<file path="config.mk">
export PLATFORM = sky130hd
export DESIGN_NAME = iebk_top
export DESIGN_NICKNAME = d
export VERILOG_FILES = /design/src/iebk_pkg.sv /design/src/iebk_gate.sv /design/src/iebk_top.sv
export VERILOG_INCLUDE_DIRS = /design/src
export SDC_FILE = /design/constraint.sdc
export NUM_CORES = 1
export LEC_CHECK = 0
export CORE_MARGIN = 1.5
export CORE_UTILIZATION = 27
export CTS_CLUSTER_DIAMETER = 50
export DETAILED_ROUTE_END_ITERATION = 6
export DONT_BUFFER_PORTS = 1
export PLACE_DENSITY_LB_ADDON = 0.1
export SETUP_SLACK_MARGIN = 0.3
export SLEW_MARGIN = 30
export SYNTH_ARGS = -nofsm -noshare
export SYNTH_HDL_FRONTEND = slang
export SYNTH_SLANG_ARGS = --single-unit
</file>
<file path="constraint.sdc">
create_clock -name clk -period 1.9 [get_ports clk]
set_clock_uncertainty 0.15 [all_clocks]
set_input_delay 0.095 -clock clk [delete_from_list [all_inputs] [get_ports clk]]
set_output_delay 0.095 -clock clk [all_outputs]
set_load 0.02 [all_outputs]
</file>
<file path="src/iebk_regs.svh">
// Register offsets, field masks, reset values of the interrupt enable bank.
// Assumes inclusion by bare name from iebk_top and the bench.
`ifndef IEBK_REGS_SVH
`define IEBK_REGS_SVH

// ****************************************************************
// Byte offsets on the register port
// ****************************************************************
`define IEBK_OFF_WORD2    8'h00
`define IEBK_OFF_WORD3    8'h04
`define IEBK_OFF_WORD4    8'h08
`define IEBK_OFF_STATUS   8'h0C
`define IEBK_OFF_MASK     8'h10

// ****************************************************************
// Implemented bits of each enable word
// ****************************************************************
`define IEBK_IMPL_WORD2   16'h0007
`define IEBK_IMPL_WORD3   16'hA7FF
`define IEBK_IMPL_WORD4   16'h00F7

// ****************************************************************
// Field positions
// ****************************************************************
`define IEBK_W2_CAN1_RX_READY    2
`define IEBK_W2_SPI2_EVENT       1
`define IEBK_W2_SPI2_ERROR       0
`define IEBK_W3_PWM_FAULT_A      15
`define IEBK_W3_DMA_CH5_DONE     13
`define IEBK_W3_QUAD_ENCODER     10
`define IEBK_W3_PWM_ERROR        9
`define IEBK_W3_CAN2_EVENT       8
`define IEBK_W3_CAN2_RX_READY    7
`define IEBK_W3_EXT_IRQ4         6
`define IEBK_W3_EXT_IRQ3         5
`define IEBK_W3_TIMER9           4
`define IEBK_W3_TIMER8           3
`define IEBK_W3_I2C2_MASTER      2
`define IEBK_W3_I2C2_SLAVE       1
`define IEBK_W3_TIMER7           0
`define IEBK_W4_CAN2_TX_REQ      7
`define IEBK_W4_CAN1_TX_REQ      6
`define IEBK_W4_DMA_CH7_DONE     5
`define IEBK_W4_DMA_CH6_DONE     4
`define IEBK_W4_UART2_ERROR      2
`define IEBK_W4_UART1_ERROR      1
`define IEBK_W4_PWM_FAULT_B      0

// Status and mask bit per enable word
`define IEBK_EV_WORD2     0
`define IEBK_EV_WORD3     1
`define IEBK_EV_WORD4     2
`define IEBK_EV_IMPL      3'h7

// ****************************************************************
// Reset values
// ****************************************************************
`define IEBK_RST_WORD     16'h0000
`define IEBK_RST_EV       3'h0

`endif

</file>
<file path="src/iebk_pkg.sv">
// Types shared by the interrupt enable bank modules.
// Assumes iebk_regs.svh holds all numeric constants.
`default_nettype none

package iebk_pkg;

	// ****************************************************************
	// Carriers
	// ****************************************************************
	// Register port request, one strobe at a time
	typedef struct packed {
		logic [7:0]  addr;
		logic [31:0] wdata;
		logic        we;
		logic        re;
	} iebk_bus_t;

	// One request or enable vector per enable word
	typedef struct packed {
		logic [15:0] w2;
		logic [15:0] w3;
		logic [15:0] w4;
	} iebk_words_t;

endpackage : iebk_pkg

`default_nettype wire

</file>
<file path="src/iebk_gate.sv">
// One enable word: stored enable bits, gated request forward, rise event.
// Assumes requests are synchronous levels from the peripherals.
`default_nettype none

module iebk_gate #(
	parameter logic [15:0] IMPL = 16'hFFFF,
	parameter logic [15:0] RST  = 16'h0000
) (
	input  wire logic        clk,
	input  wire logic        resetn,
	input  wire logic        wr_en,
	input  wire logic [15:0] wdata,
	input  wire logic [15:0] src_req,
	output logic      [15:0] en_q,
	output logic      [15:0] fwd_q,
	output logic             rise_q
);

	logic [15:0] en_r;
	logic [15:0] en_nxt;
	logic [15:0] fwd_r;
	logic [15:0] fwd_nxt;
	logic        rise_r;
	logic        rise_nxt;

	// Unimplemented bits never store, so they read zero
	always_comb begin
		en_nxt   = wr_en ? (wdata & IMPL) : en_r;
		fwd_nxt  = src_req & en_r;
		rise_nxt = |(fwd_nxt & ~fwd_r);
	end

	// Constants only under reset
	always_ff @(posedge clk or negedge resetn) begin
		if (!resetn) begin
			en_r   <= RST;
			fwd_r  <= 16'h0000;
			rise_r <= 1'b0;
		end else begin
			en_r   <= en_nxt;
			fwd_r  <= fwd_nxt;
			rise_r <= rise_nxt;
		end
	end

	assign en_q   = en_r;
	assign fwd_q  = fwd_r;
	assign rise_q = rise_r;

endmodule : iebk_gate

`default_nettype wire

</file>
<file path="src/iebk_top.sv">
// Interrupt enable bank: three enable words gating peripheral requests.
// Assumes synchronous request levels and a single-strobe register master.
`include "iebk_regs.svh"
`default_nettype none

module iebk_top (
	input  wire logic                clk,
	input  wire logic                resetn,
	input  wire iebk_pkg::iebk_bus_t bus,
	input  wire iebk_pkg::iebk_words_t src_req,
	output logic [31:0]              rdata,
	output iebk_pkg::iebk_words_t    fwd_req,
	output logic                     irq
);

	// ****************************************************************
	// Address decode
	// ****************************************************************
	logic                  wr_word2;
	logic                  wr_word3;
	logic                  wr_word4;
	logic                  wr_status;
	logic                  wr_mask;
	iebk_pkg::iebk_words_t en;
	iebk_pkg::iebk_words_t fwd;
	logic [2:0]            rise;

	// Write strobes per register
	always_comb begin
		wr_word2  = bus.we && (bus.addr == `IEBK_OFF_WORD2);
		wr_word3  = bus.we && (bus.addr == `IEBK_OFF_WORD3);
		wr_word4  = bus.we && (bus.addr == `IEBK_OFF_WORD4);
		wr_status = bus.we && (bus.addr == `IEBK_OFF_STATUS);
		wr_mask   = bus.we && (bus.addr == `IEBK_OFF_MASK);
	end

	// ****************************************************************
	// Enable words
	// ****************************************************************
	// Word2: only the low three bits live here, rest reads zero
	iebk_gate #(
		.IMPL (`IEBK_IMPL_WORD2),
		.RST  (`IEBK_RST_WORD)
	) u_word2 (
		.clk     (clk),
		.resetn  (resetn),
		.wr_en   (wr_word2),
		.wdata   (bus.wdata[15:0]),
		.src_req (src_req.w2),
		.en_q    (en.w2),
		.fwd_q   (fwd.w2),
		.rise_q  (rise[`IEBK_EV_WORD2])
	);

	// Word3: holes at bits 14, 12, 11
	iebk_gate #(
		.IMPL (`IEBK_IMPL_WORD3),
		.RST  (`IEBK_RST_WORD)
	) u_word3 (
		.clk     (clk),
		.resetn  (resetn),
		.wr_en   (wr_word3),
		.wdata   (bus.wdata[15:0]),
		.src_req (src_req.w3),
		.en_q    (en.w3),
		.fwd_q   (fwd.w3),
		.rise_q  (rise[`IEBK_EV_WORD3])
	);

	// Word4: upper byte and bit 3 are holes
	iebk_gate #(
		.IMPL (`IEBK_IMPL_WORD4),
		.RST  (`IEBK_RST_WORD)
	) u_word4 (
		.clk     (clk),
		.resetn  (resetn),
		.wr_en   (wr_word4),
		.wdata   (bus.wdata[15:0]),
		.src_req (src_req.w4),
		.en_q    (en.w4),
		.fwd_q   (fwd.w4),
		.rise_q  (rise[`IEBK_EV_WORD4])
	);

	// Forward path is output only: no line runs back to the sources
	assign fwd_req = fwd;

	// ****************************************************************
	// Event status, mask and interrupt line
	// ****************************************************************
	logic [2:0] status_r;
	logic [2:0] status_nxt;
	logic [2:0] mask_r;
	logic [2:0] mask_nxt;
	logic       irq_r;
	logic       irq_nxt;

	// A rise in the clearing cycle survives: set beats clear
	always_comb begin
		status_nxt = status_r;
		if (wr_status) begin
			status_nxt = status_r & ~bus.wdata[2:0];
		end
		status_nxt = status_nxt | rise;
		mask_nxt   = wr_mask ? (bus.wdata[2:0] & `IEBK_EV_IMPL) : mask_r;
		irq_nxt    = |(status_r & mask_r);
	end

	// Interrupt trails status by one cycle, kept so it is a flop
	always_ff @(posedge clk or negedge resetn) begin
		if (!resetn) begin
			status_r <= `IEBK_RST_EV;
			mask_r   <= `IEBK_RST_EV;
			irq_r    <= 1'b0;
		end else begin
			status_r <= status_nxt;
			mask_r   <= mask_nxt;
			irq_r    <= irq_nxt;
		end
	end

	// ****************************************************************
	// Read port
	// ****************************************************************
	logic [31:0] rdata_r;
	logic [31:0] rdata_nxt;

	// Data stand one cycle only, zero otherwise and for holes
	always_comb begin
		rdata_nxt = 32'h0000_0000;
		if (bus.re) begin
			unique case (bus.addr)
				`IEBK_OFF_WORD2:  rdata_nxt = {16'h0000, en.w2};
				`IEBK_OFF_WORD3:  rdata_nxt = {16'h0000, en.w3};
				`IEBK_OFF_WORD4:  rdata_nxt = {16'h0000, en.w4};
				`IEBK_OFF_STATUS: rdata_nxt = {29'h0, status_r};
				`IEBK_OFF_MASK:   rdata_nxt = {29'h0, mask_r};
				default:          rdata_nxt = 32'h0000_0000;
			endcase
		end
	end

	always_ff @(posedge clk or negedge resetn) begin
		if (!resetn) begin
			rdata_r <= 32'h0000_0000;
		end else begin
			rdata_r <= rdata_nxt;
		end
	end

	assign rdata = rdata_r;
	assign irq   = irq_r;
endmodule : iebk_top

`default_nettype wire

</file>
==> impl_metrics.ini, run 1 <==
[timing]
finalSetupViolCount = 0
fin_ws_ns = 0.405
fmax_ghz = 0.669
finalMaxSlewViolations = 0
whs_ns = -0.693
fin_crit_sh_pct = 78.7
rsz0062_at_grt = no
period_needed_ns = 1.50
finalHoldViolCount = 69
fin_tns_setup_ns = 0

[run]
maxCapViolCount = 0

[placed_design]
pre_cts_slack_ns = 0.356
hpwl_um = 5050
place.gp.congestion = 0.733
io_buffers = 0

[critical_path]
cp_top_family = buffers and inverters
path_cells = dlygate4sd3_1 > nor2_2 > nand4_1 > mux2_2
critPathArrivalTime_ns = 1.56
max_stage_delay_ns = 0.69
startpoint = bus[36]
start_kind = input port
cp.required_ns = 1.97
crit_buf_inv = 1
reg2regPathDepth = 3
crit_type = in2reg
crit_cells = 4
cp_slowest_cell = dlygate4sd3_1
cp_max_fo = 9
crit_path_end_kind = register
worstReg2RegStart = u_word4.en_q[2]

[pwr]
pwr-share-comb_pct = 7.4
total_power_mw = 3.83
pwr-share-clk_pct = 50.7
p_int_mw = 2.98
sw_frac_of_total_pct = 22.3
p_sw_uw = 853
p_leak_nw = 2.03
seqPwrFrac_pct = 41.8
ir_drop_v = 0.000389
powerDensity_nw_per_um2 = 988

[detailed_routing]
drt-initial-drc-count = 87
ant_nets = 0
routed_wirelength_um = 7350
wl_per_cell_um = 15.9
drc = 0
vias = 1960
first_pass_iters = 4
viasPerCell = 4.25

[synth]
postSynth.asyncResetShare_pct = 100
synthFlopType = dfrtp_1
yosys_warnings = 0
synth_cells = 266
ys_types = 34
ys_ff_latch = 69
synth_top_area_share_pct = 55.6
synthTopCellsByArea = dfrtp_1 (56%), buf_4 (11%), mux2_2 (6.9%)
synth_edf_count = 0
yosysTopAreaCell = dfrtp_1
synth_area_sq_um = 3100
synthTopCellsByCount = dfrtp_1 (69), buf_4 (44), nand2_1 (23)
synth.most_common_cell = dfrtp_1
avgSynthCellArea_sq_um = 11.7
yosysSeqAreaShare_pct = 55.6

[global_route]
grt_pass1_vias = 1959
grt_max_degree = 70
grt_pass1_wl_um = 11000
track_usage_pct = 13.0
grt_overflow = 0
antenna_found_initial = 0

[die]
die_area_sq_um = 12100
num_io_pins = 173
die_h_um = 110
design.core.area_sq_um = 11000
die_w_um = 110
start_util_pct = 28.1
num_rows = 38

[clock_tree]
cts_buffer_depth = 2
numClockSinks = 69
clk_latency_ns = 0.33
cts_tree = yes
cts.htree.levels = 3
root_buffer = clkbuf_16
cts.clk_slew.worst_paths_ns = 0.05
cts_buffers = 9

[final_layout]
post-route-util_pct = 35.2
drive_gt1_share_pct = 17.4
fin_nets = 408
diodes = 0
area_growth_pct = 24.9

[run_status]
outcome = complete, but fails checks
violations = negative hold slack

[min_path]
worst_hold_path_type = in2async
## worst reg2reg max path, delay by kind of cell (launching register included)
family	cells	cell delay (ns)
flip-flops	1	0.40
AND/OR/NAND/NOR	3	0.82
## registers in the layout (all words and copies together) (netlist names), 3 cells and up
register,cells
status_r,3
u_word2.en_q,3
mask_r,3
u_word2.fwd_q,3
u_word4.en_q,7
u_word4.fwd_q,7
u_word3.en_q,13
rdata,13
u_word3.fwd_q,13
## worst paths after layout
path | slack (ns) | endpoint
max | 0.40 | mask_r[2]
min | -0.69 | u_word4.fwd_q[2]
max reg2reg | 0.41 | u_word4.rise_q
min reg2reg | 0.29 | status_r[0]
max in group asynchronous | 2.15 | u_word3.fwd_q[8]
min in group clk | 0.02 | rdata[15]
## metal layers
metal,up-vias,track usage (%),part of all wire [%]
met5,-,0,0
li1,907,-,-
met2,88,18.5,46
met1,956,17.2,46
met3,9,4.53,6.8
met4,0,6.59,1.9
## power groups by stage
stage | Combinational (mW) | Sequential [mW] | Clock (mW)
final | 0.285 | 1.60 | 1.94
after global routing | 0.313 | 1.61 | 2.08
after CTS | 0.281 | 1.60 | 2.01
after global placement | 0.193 | 1.63 | 0
after detailed placement | 0.195 | 1.63 | 0
after floorplan | 0.252 | 1.61 | 0
## placed cells by master, fill, tap and decap left out, types with 4 or more instances in the layout
cell type and n:
nand2_1 23, nand4_1 4, mux2_2 19, clkbuf_16 9
and2_1 8, inv_1 22, buf_4 4, dlygate4sd3_1 43
o22ai_1 9, dfrtp_1 69, mux2_4 10, a21oi_1 4
nor2b_1 4, conb_1 44, a22oi_1 7, nor2_1 10
## timing repair
action | in CTS | in global routing
hold buffers | 42 | 1
setup buffers | 0 | 0
resized for setup | 0 | 3
setup endpoints to repair | 0 | 11
endpoints found under the hold margin | 129 | 70
## kinds of logic after synthesis
| family | after synthesis | synth area share (%) |
|---|---|---|
| AO/OA/AOI/OAI | 26 | 5.52 |
| AND/OR/NAND/NOR | 65 | 11.0 |
| multiplexers | 32 | 12.7 |
| flip-flops | 69 | 55.6 |
| other | 1 | 0.121 |
| buffers and inverters | 73 | 15.0 |
## cell type report
class	count	area, sq um
clock buffer	10	239
clock inverter	6	110
fill	1131	7150
inverter	22	82.6
multi-input combinational	167	1080
sequential	69	1730
tap	140	175
timing repair buffer	47	460
## through the flow
step	std cells	hold slack, ns	instance area, sq um
2_1_floorplan	309	-0.351	3270
3_3_place_gp	402	-0.349	3090
3_5_place_dp	402	-0.348	3090
4_1_cts	460	-0.713	3860
5_1_grt	461	-0.717	3880
6_report	461	-0.693	3880
No activity file was read; power rests on OpenSTA's default activity.
==> inputs of run 2 (changes only) <==
==> constraint.sdc (replaced) <==
create_clock -name clk -period 1.32 [get_ports clk]
set_clock_uncertainty 0.15 [all_clocks]
set_input_delay 0.066 -clock clk [delete_from_list [all_inputs] [get_ports clk]]
set_output_delay 0.066 -clock clk [all_outputs]
set_load 0.02 [all_outputs]
==> run 2 against run 1 <==
  * The run ends with negative hold slack, negative setup slack left
  * Via count rose by 3.6%
  * Setup slack got worse by 0.44 ns
  * Combinational power rose by 70%
  * Clock-buffer cell count rose by 2
  * Sequential share of layout area fell by 3.6 points
  * Sequential power rose by 43%
  * Routed wire length rose by 1.9%
  * Total power rose by 40%
  * Cell area rose by 9.8%
  * Register-to-register slack got worse by 0.45 ns
  * Critical path type is now reg2reg
  * Critical endpoint is now u_word4.rise_q
==> impl_metrics.ini, run 2 (synthesis gave the netlist of run 1 again) <==
[timing]
rsz0062_at_grt = yes
finalHoldViolCount = 123
fin_crit_sh_pct = 103
whs_ns = -0.720
fin_tns_setup_ns = -0.0367
fin_ws_ns = -0.0367
period_needed_ns = 1.36
finalSetupViolCount = 1
fmax_ghz = 0.737
finalMaxSlewViolations = 0

[global_route]
grt_overflow = 0
grt_max_degree = 70
antenna_found_initial = 0
grt_pass1_vias = 2058
use_met2_pct = 19.9
grtUsageMet1_pct = 16.7
grt_pass1_wl_um = 11400
grtUsageMet3_pct = 4.64
top_usage_layer = met2
track_usage_pct = 13.1

[die]
start_util_pct = 28.1
num_rows = 38
die_w_um = 110
num_io_pins = 173
die_area_sq_um = 12100
design.core.area_sq_um = 11000
die_h_um = 110

[final_layout]
drive_gt1_share_pct = 38.3
area_growth_pct = 37.1
mostFrequentLayoutCells = dfrtp_1 (58), conb_1 (44), buf_6 (33), inv_1 (22), mux2_4 (20)
final_area_sq_um = 4260
diodes = 0
layout_commonest_cell = dfrtp_1
post-route-util_pct = 38.6
fin_nets = 424
fillers = 1095
fin_cells = 477

[pwr]
total_power_mw = 5.36
powerDensity_nw_per_um2 = 1260
p_leak_nw = 2.22
ir_drop_v = 0.000905

[critical_path]
crit_path_end_kind = register
start_kind = register
crit_type = reg2reg
reg2regPathDepth = 3
path_cells = nand2_2 > o22ai_2 > or4_1
cp_max_fo = 2
max_stage_delay_ns = 0.52
cp_slowest_cell = or4_1
cp.required_ns = 1.36
critPathArrivalTime_ns = 1.40

[placed_design]
hpwl_um = 5180
place.gp.congestion = 0.715
pre_cts_slack_ns = -0.117
dpl_cell_area_sq_um = 3370
io_buffers = 0
dp_cells = 436

[min_path]
worst_hold_path_type = in2async

[detailed_routing]
wl_per_cell_um = 15.7
viasPerCell = 4.26
routed_wirelength_um = 7480
drc = 0
first_pass_iters = 4
ant_nets = 0
vias = 2031
drt-initial-drc-count = 99

[clock_tree]
numClockSinks = 69
root_buffer = clkbuf_16
clk_latency_ns = 0.33
cts_buffers = 9
cts_tree = yes
cts.htree.levels = 3
cts_buffer_depth = 2
holdBufCountCts = 19
cts.clk_slew.worst_paths_ns = 0.06

[run_status]
outcome = complete, but fails checks
violations = negative hold slack, negative setup slack

[run]
maxCapViolCount = 0
run 2: path summary, 6_finish.rpt:
check                           startpoint               end  slack [ns]
max reg2reg                u_word4.en_q[5]    u_word4.rise_q       -0.04
max in group asynchronous           resetn  u_word3.fwd_q[0]        1.60
max                        u_word4.en_q[5]    u_word4.rise_q       -0.04
min reg2reg                 u_word4.rise_q       status_r[2]        0.28
min in group clk               src_req[17]  u_word3.fwd_q[1]       -0.30
min                                 resetn         mask_r[0]       -0.72
run 2: final cells by class:
| type | count | area [sq um] | area share, % |
|---|---|---|---|
| well taps | 140 | 175 | 4.12 |
| multi-input cells | 168 | 1280 | 30.2 |
| clock inverters | 4 | 72.6 | 1.70 |
| repair buffers | 62 | 654 | 15.4 |
| inverters | 22 | 82.6 | 1.94 |
| flip-flops and latches | 69 | 1740 | 40.9 |
| clock buffers | 12 | 246 | 5.79 |
run 2: what timing repair did:
item	4_1_cts	5_1_grt
pin swaps	9	8
buffers inserted	3	2
endpoints found under the hold margin	133	123
setup endpoints to repair	53	69
gates resized for setup	62	23
cloned	0	1
run 2: worst max-delay path, delay by kind of cell, from the launching register on:
kind               cells  cell delay, ns
DFF                    1            0.40
and+or+nand+nor        2            0.60
AOI/OAI and AO/OA      1            0.07
run 2: power by group:
group	switching (mW)	internal, mW
Clock	0.883	1.70
Combinational	0.257	0.229
Sequential	0.0769	2.21
Total	1.22	4.14
run 2: metal layers:
metal / wire, um / vias up
li1: - / 937
met1: 3280 / 999
met2: 3580 / 84
met3: 492 / 11
met4: 128 / 0
met5: 0 / -
